### src/fan_ctl_pkg.sv
// constants, register map and types for the lut fan duty controller
package fan_ctl_pkg;

    // ==========================================================
    // clock and timing
    localparam int CLK_HZ      = 50_000_000;
    localparam int STEP0_US    = 182_000;
    localparam int STEP1_US    = 91_000;
    localparam int STEP2_US    = 46_000;
    localparam int STEP3_US    = 23_000;
    localparam int TACH_REF_HZ = 90_000;
    localparam int TACH_DIV    = CLK_HZ / TACH_REF_HZ;
    localparam int COARSE_HZ   = 360_000;
    localparam int COARSE_DIV  = CLK_HZ / COARSE_HZ;
    localparam int FINE_HZ     = 5_737_500;
    localparam int FINE_DIV    = CLK_HZ / FINE_HZ;
    localparam int SLOW_HZ     = 1_400;
    localparam int SLOW_DIV    = CLK_HZ / SLOW_HZ;

    // ==========================================================
    // sizes
    localparam int LUT_N  = 12;
    localparam int TACH_W = 16;
    localparam int IDX_W  = 8;

    // ==========================================================
    // register indices (byte address is four times the index)
    localparam logic [7:0] IDX_CTRL      = 8'h00;
    localparam logic [7:0] IDX_HYST      = 8'h01;
    localparam logic [7:0] IDX_FREQ      = 8'h02;
    localparam logic [7:0] IDX_STATUS    = 8'h03;
    localparam logic [7:0] IDX_MASK      = 8'h04;
    localparam logic [7:0] IDX_DUTY      = 8'h05;
    localparam logic [7:0] IDX_LEVEL     = 8'h06;
    localparam logic [7:0] IDX_TACH_LOW  = 8'h46;
    localparam logic [7:0] IDX_TACH_HIGH = 8'h47;
    localparam logic [7:0] IDX_LUT_TEMP  = 8'h50;
    localparam logic [7:0] IDX_LUT_DUTY  = 8'h60;

    // ==========================================================
    // reset values
    localparam logic [7:0] CTRL_RST = 8'h00;
    localparam logic [7:0] HYST_RST = 8'h01;
    localparam logic [7:0] FREQ_RST = 8'h08;
    localparam logic [7:0] MASK_RST = 8'h00;
    localparam logic [7:0] LUT_RST  = 8'h00;

    // ==========================================================
    // control fields
    localparam int CTRL_SMOOTH = 0;
    localparam int CTRL_STEP   = 1;
    localparam int CTRL_HALF   = 3;
    localparam int CTRL_FINE   = 4;
    localparam int CTRL_CLKSEL = 5;
    localparam int FREQ_W      = 5;
    localparam logic [4:0] FINE_FREQ = 5'h08;
    localparam logic [7:0] FINE_FULL = 8'hFF;
    localparam int COARSE_SHIFT = 4;

    // ==========================================================
    // status bits
    localparam int ST_TACH  = 0;
    localparam int ST_CRIT  = 1;
    localparam int ST_LEVEL = 2;
    localparam int ST_W     = 3;

    localparam logic [1:0] RESP_OKAY   = 2'h0;
    localparam logic [1:0] RESP_SLVERR = 2'h2;

    // ==========================================================
    // carriers
    typedef struct packed {
        logic             smooth_en;
        logic [1:0]       step_sel;
        logic             half_deg;
        logic             pwm_fine_res_select;
        logic             pwm_clock_select;
        logic [FREQ_W-1:0] freq;
        logic [7:0]       hyst;
    } cfg_t;

    typedef struct packed {
        logic [TACH_W-1:0] count;
        logic              update;
    } tach_t;

endpackage

### src/lut_fan_duty_controller.sv
// lut fan duty controller: table lookup, ramp, pwm, tach, axi4-lite registers
`timescale 1ns/1ps

// Function
// - twelve temperature/duty pairs; output duty derived from current temperature
// - smoothing off: duty jumps to the entry's duty on the crossing update
// - smoothing on: duty moves one step per programmed interval toward target
// - fine 1/255 resolution only at the 22.5 khz frequency setting
// - duty holds until temperature exceeds the next entry's set-point
// - comparison in whole or half degrees; half mode triggers half above
// - falling temperature lowers every set-point by the hysteresis amount
// - critical temperature forces full-scale duty immediately, bypassing table and ramp
// - step interval selectable: 0.182, 0.091, 0.046 or 0.023 seconds
// - one interval setting applies to every table transition
// - ramp step is fine 0.39% or coarse 1/16 of full scale (rounded down, at least one count) by resolution mode
// - tach counts 90 khz periods over one revolution of two pulses
// - tach count read as low byte at 46 hex, high at 47
// - duty equals pwm value over full-scale value of the frequency
module lut_fan_duty_controller #(
    parameter int unsigned STEP_CYC_0 = fan_ctl_pkg::STEP0_US * (fan_ctl_pkg::CLK_HZ / 1_000_000),
    parameter int unsigned STEP_CYC_1 = fan_ctl_pkg::STEP1_US * (fan_ctl_pkg::CLK_HZ / 1_000_000),
    parameter int unsigned STEP_CYC_2 = fan_ctl_pkg::STEP2_US * (fan_ctl_pkg::CLK_HZ / 1_000_000),
    parameter int unsigned STEP_CYC_3 = fan_ctl_pkg::STEP3_US * (fan_ctl_pkg::CLK_HZ / 1_000_000),
    parameter int unsigned SLOW_CYC   = fan_ctl_pkg::SLOW_DIV,
    parameter int unsigned AW         = 12
)(
    input  wire logic              clock,
    input  wire logic              srst,
    input  wire logic [AW-1:0]     awaddr,
    input  wire logic              awvalid,
    output logic                   awready,
    input  wire logic [31:0]       wdata,
    input  wire logic [3:0]        wstrb,
    input  wire logic              wvalid,
    output logic                   wready,
    output logic [1:0]             bresp,
    output logic                   bvalid,
    input  wire logic              bready,
    input  wire logic [AW-1:0]     araddr,
    input  wire logic              arvalid,
    output logic                   arready,
    output logic [31:0]            rdata,
    output logic [1:0]             rresp,
    output logic                   rvalid,
    input  wire logic              rready,
    input  wire logic signed [9:0] remote_temp,
    input  wire logic              temp_update,
    input  wire logic              critical_temp_output,
    input  wire logic              tach_in,
    output logic                   pwm_out,
    output logic                   irq
);
    import fan_ctl_pkg::*;

    generate
        if (STEP_CYC_3 < 1 || SLOW_CYC < 2 || AW < IDX_W + 3) begin : g_bad
            $error("unsupported step, divider or address width");
        end
    endgenerate

    // ==========================================================
    // helpers
    function automatic logic [3:0] count_set(input logic [LUT_N-1:0] v);
        logic [3:0] n;
        n = 4'h0;
        for (int k = 0; k < LUT_N; k++) begin
            n = n + {3'h0, v[k]};
        end
        return n;
    endfunction

    function automatic logic in_lut(input logic [7:0] idx, input logic [7:0] base);
        return (idx >= base) && (idx < base + 8'(LUT_N));
    endfunction

    function automatic logic reg_mapped(input logic [7:0] idx);
        return idx <= IDX_LEVEL || idx == IDX_TACH_LOW || idx == IDX_TACH_HIGH
            || in_lut(idx, IDX_LUT_TEMP) || in_lut(idx, IDX_LUT_DUTY);
    endfunction

    // ==========================================================
    // state
    logic [7:0]      ctrl_reg;
    logic [7:0]      hyst_reg;
    logic [7:0]      freq_reg;
    logic [7:0]      mask_reg;
    logic [ST_W-1:0] sts_reg;
    logic [7:0]      lut_temp_reg [LUT_N];
    logic [7:0]      lut_duty_reg [LUT_N];
    logic [3:0]      level_reg;
    logic [7:0]      duty_reg;
    logic            crit_d_reg;
    logic [31:0]     step_cnt_reg;
    logic [31:0]     div_cnt_reg;
    logic [7:0]      pcnt_reg;
    logic            aw_got_reg;
    logic            w_got_reg;
    logic [AW-1:0]   waddr_reg;
    logic [7:0]      wbyte_reg;
    logic            wlane_reg;
    tach_t           tach_s;
    cfg_t            cfg;

    assign cfg = '{smooth_en: ctrl_reg[CTRL_SMOOTH], step_sel: ctrl_reg[CTRL_STEP +: 2],
                   half_deg: ctrl_reg[CTRL_HALF], pwm_fine_res_select: ctrl_reg[CTRL_FINE],
                   pwm_clock_select: ctrl_reg[CTRL_CLKSEL], freq: freq_reg[FREQ_W-1:0],
                   hyst: hyst_reg};

    tach_period_counter #(
        .DIV (TACH_DIV),
        .W   (TACH_W)
    ) u_tach (
        .clock   (clock),
        .srst    (srst),
        .tach_in (tach_in),
        .tach    (tach_s)
    );

    // ==========================================================
    // axi write channel
    wire aw_hs   = awvalid && awready;
    wire w_hs    = wvalid && wready;
    wire aw_have = aw_got_reg || aw_hs;
    wire w_have  = w_got_reg || w_hs;
    wire do_wr   = aw_got_reg && w_got_reg && !bvalid;
    wire bv_next = do_wr || (bvalid && !bready);
    wire aw_next = aw_have && !do_wr;
    wire w_next  = w_have && !do_wr;

    wire [7:0] widx   = waddr_reg[IDX_W+1:2];
    wire       w_ok   = (waddr_reg[AW-1:IDX_W+2] == '0) && reg_mapped(widx);
    wire       wr_en  = do_wr && w_ok && wlane_reg;
    wire [7:0] w_offt = widx - IDX_LUT_TEMP;
    wire [7:0] w_offd = widx - IDX_LUT_DUTY;
    wire       w_lutt = wr_en && in_lut(widx, IDX_LUT_TEMP);
    wire       w_lutd = wr_en && in_lut(widx, IDX_LUT_DUTY);
    wire       w_sts  = wr_en && widx == IDX_STATUS;

    always_ff @(posedge clock) begin
        if (srst) begin
            aw_got_reg <= 1'b0;
            w_got_reg  <= 1'b0;
            awready    <= 1'b0;
            wready     <= 1'b0;
            bvalid     <= 1'b0;
            bresp      <= RESP_OKAY;
            waddr_reg  <= '0;
            wbyte_reg  <= 8'h00;
            wlane_reg  <= 1'b0;
        end else begin
            aw_got_reg <= aw_next;
            w_got_reg  <= w_next;
            awready    <= !aw_next && !bv_next;
            wready     <= !w_next && !bv_next;
            bvalid     <= bv_next;
            if (do_wr) bresp <= w_ok ? RESP_OKAY : RESP_SLVERR;
            if (aw_hs) waddr_reg <= awaddr;
            if (w_hs) begin
                wbyte_reg <= wdata[7:0];
                wlane_reg <= wstrb[0];
            end
        end
    end

    // ==========================================================
    // axi read channel
    wire       ar_hs   = arvalid && arready;
    wire       rv_next = ar_hs || (rvalid && !rready);
    wire [7:0] ridx    = araddr[IDX_W+1:2];
    wire       r_ok    = (araddr[AW-1:IDX_W+2] == '0) && reg_mapped(ridx);
    wire [7:0] r_offt  = ridx - IDX_LUT_TEMP;
    wire [7:0] r_offd  = ridx - IDX_LUT_DUTY;
    wire [7:0] r_byte  =
        in_lut(ridx, IDX_LUT_TEMP) ? lut_temp_reg[r_offt[3:0]] :
        in_lut(ridx, IDX_LUT_DUTY) ? lut_duty_reg[r_offd[3:0]] :
        ridx == IDX_CTRL           ? ctrl_reg :
        ridx == IDX_HYST           ? hyst_reg :
        ridx == IDX_FREQ           ? freq_reg :
        ridx == IDX_STATUS         ? {{(8-ST_W){1'b0}}, sts_reg} :
        ridx == IDX_MASK           ? mask_reg :
        ridx == IDX_DUTY           ? duty_reg :
        ridx == IDX_LEVEL          ? {4'h0, level_reg} :
        ridx == IDX_TACH_LOW       ? tach_s.count[7:0] :
        ridx == IDX_TACH_HIGH      ? tach_s.count[15:8] :
                                     8'h00;

    always_ff @(posedge clock) begin
        if (srst) begin
            arready <= 1'b0;
            rvalid  <= 1'b0;
            rdata   <= 32'h0;
            rresp   <= RESP_OKAY;
        end else begin
            arready <= !rv_next;
            rvalid  <= rv_next;
            if (ar_hs) begin
                rdata <= {24'h0, r_ok ? r_byte : 8'h00};
                rresp <= r_ok ? RESP_OKAY : RESP_SLVERR;
            end
        end
    end

    // ==========================================================
    // control registers
    always_ff @(posedge clock) begin
        if (srst) begin
            ctrl_reg <= CTRL_RST;
            hyst_reg <= HYST_RST;
            freq_reg <= FREQ_RST;
            mask_reg <= MASK_RST;
        end else if (wr_en) begin
            if (widx == IDX_CTRL) ctrl_reg <= wbyte_reg;
            if (widx == IDX_HYST) hyst_reg <= wbyte_reg;
            if (widx == IDX_FREQ) freq_reg <= wbyte_reg;
            if (widx == IDX_MASK) mask_reg <= wbyte_reg;
        end
    end

    // ==========================================================
    // lookup table and set-point comparison
    logic [LUT_N-1:0] above_up;
    logic [LUT_N-1:0] above_dn;
    wire signed [10:0] temp_x = {remote_temp[9], remote_temp};
    wire signed [10:0] hyst_x = $signed({2'b00, cfg.hyst, 1'b0});
    wire signed [10:0] half_x = cfg.half_deg ? 11'sd1 : 11'sd2;

    genvar g;
    generate
        for (g = 0; g < LUT_N; g++) begin : g_lut
            wire signed [10:0] sp_x = $signed({lut_temp_reg[g][7], lut_temp_reg[g][7], lut_temp_reg[g], 1'b0});
            wire signed [10:0] th   = sp_x + half_x;
            assign above_up[g] = temp_x >= th;
            assign above_dn[g] = temp_x >= th - hyst_x;

            always_ff @(posedge clock) begin
                if (srst) begin
                    lut_temp_reg[g] <= LUT_RST;
                    lut_duty_reg[g] <= LUT_RST;
                end else begin
                    if (w_lutt && w_offt == 8'(g)) lut_temp_reg[g] <= wbyte_reg;
                    if (w_lutd && w_offd == 8'(g)) lut_duty_reg[g] <= wbyte_reg;
                end
            end
        end
    endgenerate

    wire [3:0] up_n       = count_set(above_up);
    wire [3:0] dn_n       = count_set(above_dn);
    wire [3:0] next_level = (up_n >= level_reg) ? up_n :
                            (dn_n < level_reg) ? dn_n : level_reg;
    wire [3:0] lvl_m1     = level_reg - 4'h1;
    wire [7:0] target     = (level_reg == 4'h0) ? 8'h00 : lut_duty_reg[lvl_m1];

    // ==========================================================
    // duty resolution and ramp
    wire       fine_mode = cfg.pwm_fine_res_select && !cfg.pwm_clock_select && cfg.freq == FINE_FREQ;
    wire [7:0] full_w    = fine_mode ? FINE_FULL :
                           (cfg.freq == '0) ? 8'h02 : {2'b00, cfg.freq, 1'b0};
    wire [7:0] coarse_st = full_w >> COARSE_SHIFT;
    wire [7:0] step_w    = fine_mode ? 8'h01 : (coarse_st == 8'h00 ? 8'h01 : coarse_st);
    wire [7:0] tgt       = (target > full_w) ? full_w : target;
    wire [8:0] dsum      = {1'b0, duty_reg} + {1'b0, step_w};
    wire [7:0] ddiff     = duty_reg - tgt;
    wire [7:0] ramp_up   = (dsum >= {1'b0, tgt}) ? tgt : dsum[7:0];
    wire [7:0] ramp_dn   = (ddiff <= step_w) ? tgt : duty_reg - step_w;
    wire [7:0] ramp_next = (duty_reg < tgt) ? ramp_up : (duty_reg > tgt) ? ramp_dn : duty_reg;

    wire [31:0] step_lim = (cfg.step_sel == 2'd0) ? STEP_CYC_0 :
                           (cfg.step_sel == 2'd1) ? STEP_CYC_1 :
                           (cfg.step_sel == 2'd2) ? STEP_CYC_2 : STEP_CYC_3;
    wire        step_tick = step_cnt_reg >= step_lim - 32'h1;

    wire [7:0] duty_next = critical_temp_output ? full_w :
                           !cfg.smooth_en ? tgt :
                           step_tick ? ramp_next : duty_reg;

    always_ff @(posedge clock) begin
        if (srst) begin
            level_reg    <= 4'h0;
            duty_reg     <= 8'h00;
            step_cnt_reg <= 32'h0;
            crit_d_reg   <= 1'b0;
        end else begin
            if (temp_update) level_reg <= next_level;
            duty_reg     <= duty_next;
            step_cnt_reg <= step_tick ? 32'h0 : step_cnt_reg + 32'h1;
            crit_d_reg   <= critical_temp_output;
        end
    end

    // ==========================================================
    // pwm generation
    wire [31:0] div_lim  = fine_mode ? FINE_DIV : cfg.pwm_clock_select ? SLOW_CYC : COARSE_DIV;
    wire        pwm_tick = div_cnt_reg >= div_lim - 32'h1;
    wire [7:0]  pcnt_inc = pcnt_reg + 8'h01;

    always_ff @(posedge clock) begin
        if (srst) begin
            div_cnt_reg <= 32'h0;
            pcnt_reg    <= 8'h00;
            pwm_out     <= 1'b0;
        end else begin
            div_cnt_reg <= pwm_tick ? 32'h0 : div_cnt_reg + 32'h1;
            if (pwm_tick) pcnt_reg <= (pcnt_inc >= full_w) ? 8'h00 : pcnt_inc;
            pwm_out <= pcnt_reg < duty_reg;
        end
    end

    // ==========================================================
    // status and interrupt
    wire [ST_W-1:0] events;
    assign events[ST_TACH]  = tach_s.update;
    assign events[ST_CRIT]  = critical_temp_output && !crit_d_reg;
    assign events[ST_LEVEL] = temp_update && next_level != level_reg;
    wire [ST_W-1:0] clr      = w_sts ? wbyte_reg[ST_W-1:0] : '0;
    wire [ST_W-1:0] sts_next = (sts_reg & ~clr) | events;

    always_ff @(posedge clock) begin
        if (srst) begin
            sts_reg <= '0;
            irq     <= 1'b0;
        end else begin
            sts_reg <= sts_next;
            irq     <= |(sts_next & mask_reg[ST_W-1:0]);
        end
    end
endmodule

### src/tach_period_counter.sv
// tach period counter against the 90 khz reference
`timescale 1ns/1ps
module tach_period_counter #(
    parameter int unsigned DIV = fan_ctl_pkg::TACH_DIV,
    parameter int unsigned W   = fan_ctl_pkg::TACH_W
)(
    input  wire logic                clock,
    input  wire logic                srst,
    input  wire logic                tach_in,
    output fan_ctl_pkg::tach_t       tach
);
    import fan_ctl_pkg::*;

    generate
        if (DIV < 2 || W != TACH_W) begin : g_bad
            $error("tach divider or width unsupported");
        end
    endgenerate

    logic [2:0]   sync_reg;
    logic [31:0]  div_reg;
    logic [W-1:0] cnt_reg;
    logic         half_reg;

    wire ref_tick = (div_reg >= DIV - 1);
    wire rise     = sync_reg[1] && !sync_reg[2];
    wire at_max   = &cnt_reg;

    // ==========================================================
    // sync, reference and counting
    always_ff @(posedge clock) begin
        if (srst) begin
            sync_reg <= 3'h0;
            div_reg  <= 32'h0;
            cnt_reg  <= '0;
            half_reg <= 1'b0;
            tach     <= '0;
        end else begin
            sync_reg    <= {sync_reg[1:0], tach_in};
            div_reg     <= ref_tick ? 32'h0 : div_reg + 32'h1;
            tach.update <= 1'b0;
            if (rise) begin
                half_reg <= !half_reg;
                if (half_reg) begin
                    tach.count  <= cnt_reg;
                    tach.update <= 1'b1;
                    cnt_reg     <= '0;
                end
            end
            if (ref_tick && !at_max && !(rise && half_reg)) begin
                cnt_reg <= cnt_reg + 1'b1;
            end
        end
    end
endmodule

### config.mk
export PLATFORM = sky130hd
export DESIGN_NAME = lut_fan_duty_controller
export DESIGN_NICKNAME = d
export VERILOG_FILES = /design/src/fan_ctl_pkg.sv /design/src/lut_fan_duty_controller.sv /design/src/tach_period_counter.sv
export SDC_FILE = /design/constraint.sdc
export NUM_CORES = 1
export LEC_CHECK = 0
export BUFFER_PORTS_ARGS = -buffer_cell sky130_fd_sc_hd__buf_2
export CORE_MARGIN = 5
export CORE_UTILIZATION = 50
export DETAILED_ROUTE_END_ITERATION = 8
export GPL_ROUTABILITY_DRIVEN = 0
export PLACE_DENSITY = 0.69
export SLEW_MARGIN = 40
export SYNTH_ARGS = -nofsm -noshare
export SYNTH_HDL_FRONTEND = slang
export SYNTH_SLANG_ARGS = --single-unit
### constraint.sdc
create_clock -name clock -period 10.09 [get_ports clock]
set_clock_uncertainty 0.1 [all_clocks]
set_input_delay 3.027 -clock clock [delete_from_list [all_inputs] [get_ports clock]]
set_output_delay 3.027 -clock clock [all_outputs]
set_load 0.05 [all_outputs]
==> summary.md <==
| Metric | Value |
|---|---|
| Outcome | finished clean |
| Async SR Flop Fraction | 0% |
| Share of layout cells above drive strength 1 | 9.424% |
| Initial antenna violation count | 5 |
| Ports | 123 |
| Tot GR Track Use | between 20% and 30% |
| R2r setup slk | between 0.6 and 0.7 ns |
| WL final | 89.56 mm |
| Max cap viols | 0 |
| Drt drc | 0 |
| Crit share post-route | a little under 100% |
| Synthesized area | 0.03283 mm^2 |
| Cells after Synth | 3507 |
| Fin Hold WS | about 0.35 ns |
| Vias in the first global route | 24750 |
| Post-synthesis register bit count | around 420 |
| Mean Syn Cell Area | 9.362 um^2 |
| Die height | 266.2 um |
| Pwr Density | roughly 190 mW/mm^2 |
| DP HPWL | between 60 and 70 mm |
| Worst setup SP type | input port |
| CTS Sinks | 419 |
| Fin. Hold Viols | 0 |
| Required @ worst endpoint | 10.43 ns |
| First-pass GRT wire length | around 140 mm |
| VDD IR-drop max | 0.0002437 V |
| Max-slew headroom | roughly 41% |
| Largest net degree at the start of global routing | 53 |
| Vias | 25880 |
| Die area | 0.07089 mm^2 |
| Worst Setup End Kind | flop |
| Setup repair after global routing missed its margin | no |
| Count of final setup violators | 0 |
| Routed vias/inst | 5.689 |
| Fin crit period | 9.735 ns |
| Most common cell after layout, fill and taps aside | ha_1 |
| DRT Pass-1 Iters | 6 |
| CP Max Fanout | 11 |
| Setup ws final | 0.3548 ns |
| GRT overflow | 0 |
| Fin util | 55.11% |
| Critical Setup Path Class | in -> reg |
| Starting Density | roughly half |
| Leakage power total | 15.53 nW |
| Post-synth EDFFs | 192 |
| Fin. max-slew vios | 0 |
| Clk pin slew, worst setup/hold paths | ~0.06 ns |
| Num rows | between 90 and 100 |
| Clk buf depth | 3 |
| Die width | 266.2 um |
| Worst Max-Slew Pin Slew | 0.8825 ns |
| ANT nets after route | 0 |
| Worst slack, placed | -0.1509 ns |
| Sequential fraction of the synthesis area | 31.40% |
| Routed WL per cell | 19.68 um |
| Syn. warnings | 0 |
| Core footprint | about 0.065 mm^2 |
| DP Cell Count | approximately 4500 |
| Worst min path class | reg -> reg |
| Area growth syn-to-layout | 9.764% |
| H-tree levels | 2 |
| Primary FF master, synth | dfxtp_1 |
| Port bufs | 65 |
| Num CTS Buffers | 42 |
| Clock Latency Late Sink | 0.56 ns |
| Layout Nets | roughly 4200 |
| Non-filler cells, final | 4550 |
| Fmax | 102.7 MHz |
| Commonest cells after routing, fill and taps aside | 458 x ha_1, 265 x inv_1, 236 x nand2_1, 229 x nor2_1, 225 x dfxtp_1 |
| Setup TNS | 0 ns |
| Worst Path Arrival | 10.07 ns |
| Count of cell types in the netlist | 80 |
| Initial DRC Count | 2212 |
| CTS Root Cell | clkbuf_16 |
| CTS tree | yes |
## kinds of logic after synthesis
kind of cell	share of synthesized area [%]
multiplexers	7.591
buffers and inverters	4.939
AND/OR/NAND/NOR	18.94
other	0.02287
XOR/XNOR	5.892
flip-flops	31.40
adder cells (fa/ha/maj)	19.26
AO/OA/AOI/OAI	11.95
## worst paths after layout
check | startpoint | to | depth (start not counted)
worst max-delay path | remote_temp[1] | irq$_SDFF_PP0_ | 27
worst min-delay path | step_cnt_reg[0]$_SDFF_PP0_ | step_cnt_reg[0]$_SDFF_PP0_ | 1
worst max register to register | ctrl_reg[3]$_SDFFE_PP0P_ | irq$_SDFF_PP0_ | 36
worst min register to register | step_cnt_reg[0]$_SDFF_PP0_ | step_cnt_reg[0]$_SDFF_PP0_ | 1
## worst max-delay path: stages
cell	delay, ns
buf_2	0.30
buf_4	0.19
ha_1	0.24
nor2b_1	0.14
o21a_1	0.16
o21a_1	0.15
o21ai_0	0.16
nand2b_1	0.08
a21oi_1	0.14
o21ai_0	0.10
a31o_2	0.32
fa_1	0.53
fa_1	0.49
fa_1	0.54
fa_1	0.50
ha_1	0.24
fa_1	0.38
xor2_1	0.26
ha_1	0.27
or2_2	0.27
a21oi_1	0.24
nor2_1	0.13
a21o_1	0.20
a31oi_1	0.19
nor4b_1	0.33
o21ai_1	0.16
a221o_1	0.34
## cell type report
type                       count  area [um^2]
sequential                   419        10310
antenna                        4        10.01
fill                        5930        29360
inverter                     268         1010
multi-input combinational   2769        21220
clock inverter                16        128.9
tap                          864         1081
timing repair buffer         150         1008
clock buffer                  60         1264
## routing by layer
| layer | up-vias | global-route usage (%) | share of wire [%] |
|---|---|---|---|
| met4 | 2 | 7.500 | 3.5 |
| met3 | 166 | 3.620 | 7.8 |
| met1 | 12170 | 34.17 | 43 |
| met5 | - | 0 | 0.012 |
| li1 | 12660 | - | - |
| met2 | 887 | 40.63 | 46 |
## synthesized netlist by cell type (12+ instances only)
cell type	number	area [um^2]
nor2_1	230	863.3
nand2_1	236	885.9
a21boi_0	26	195.2
and2_1	209	1308
fa_1	29	580.6
edfxtp_1	192	5766
nand3_1	154	770.7
nand2b_1	77	481.7
nor2b_1	75	469.2
a22o_1	16	140.1
and3_1	32	200.2
buf_4	27	202.7
a211oi_1	12	90.09
clkbuf_1	75	281.5
xor2_1	112	980.9
mux2i_1	78	780.8
dfxtp_1	227	4544
mux4_2	73	1644
nor4_1	16	100.1
nor3_1	34	170.2
a21oi_1	188	940.9
inv_1	266	998.5
o22ai_1	13	81.33
nand4_1	58	362.9
o21a_1	72	540.5
buf_2	21	105.1
a21o_1	39	292.8
o21ai_0	161	805.8
xnor2_1	107	937.2
ha_1	459	5743
## report_power, final
group / switching (mW) / internal [mW]
combinational: 1.83 / 1.38
sequential: 0.0802 / 1.84
clock: 0.681 / 0.905
total: 2.59 / 4.13
## what timing repair did
| action | in CTS | in global routing |
|---|---|---|
| setup buffers | 0 | 2 |
| endpoints found under the setup margin | 0 | 1 |
| resized for setup | 0 | 1 |
| hold buffers | 0 | 0 |
## through the flow
stage,instance area [um^2],total power [mW]
2_1_floorplan,33120,4.207
3_3_place_gp,34570,5.037
3_5_place_dp,34590,5.090
4_1_cts,35980,6.695
5_1_grt,36030,7.185
6_report,36040,6.716
(Power assumes the default switching activity.)
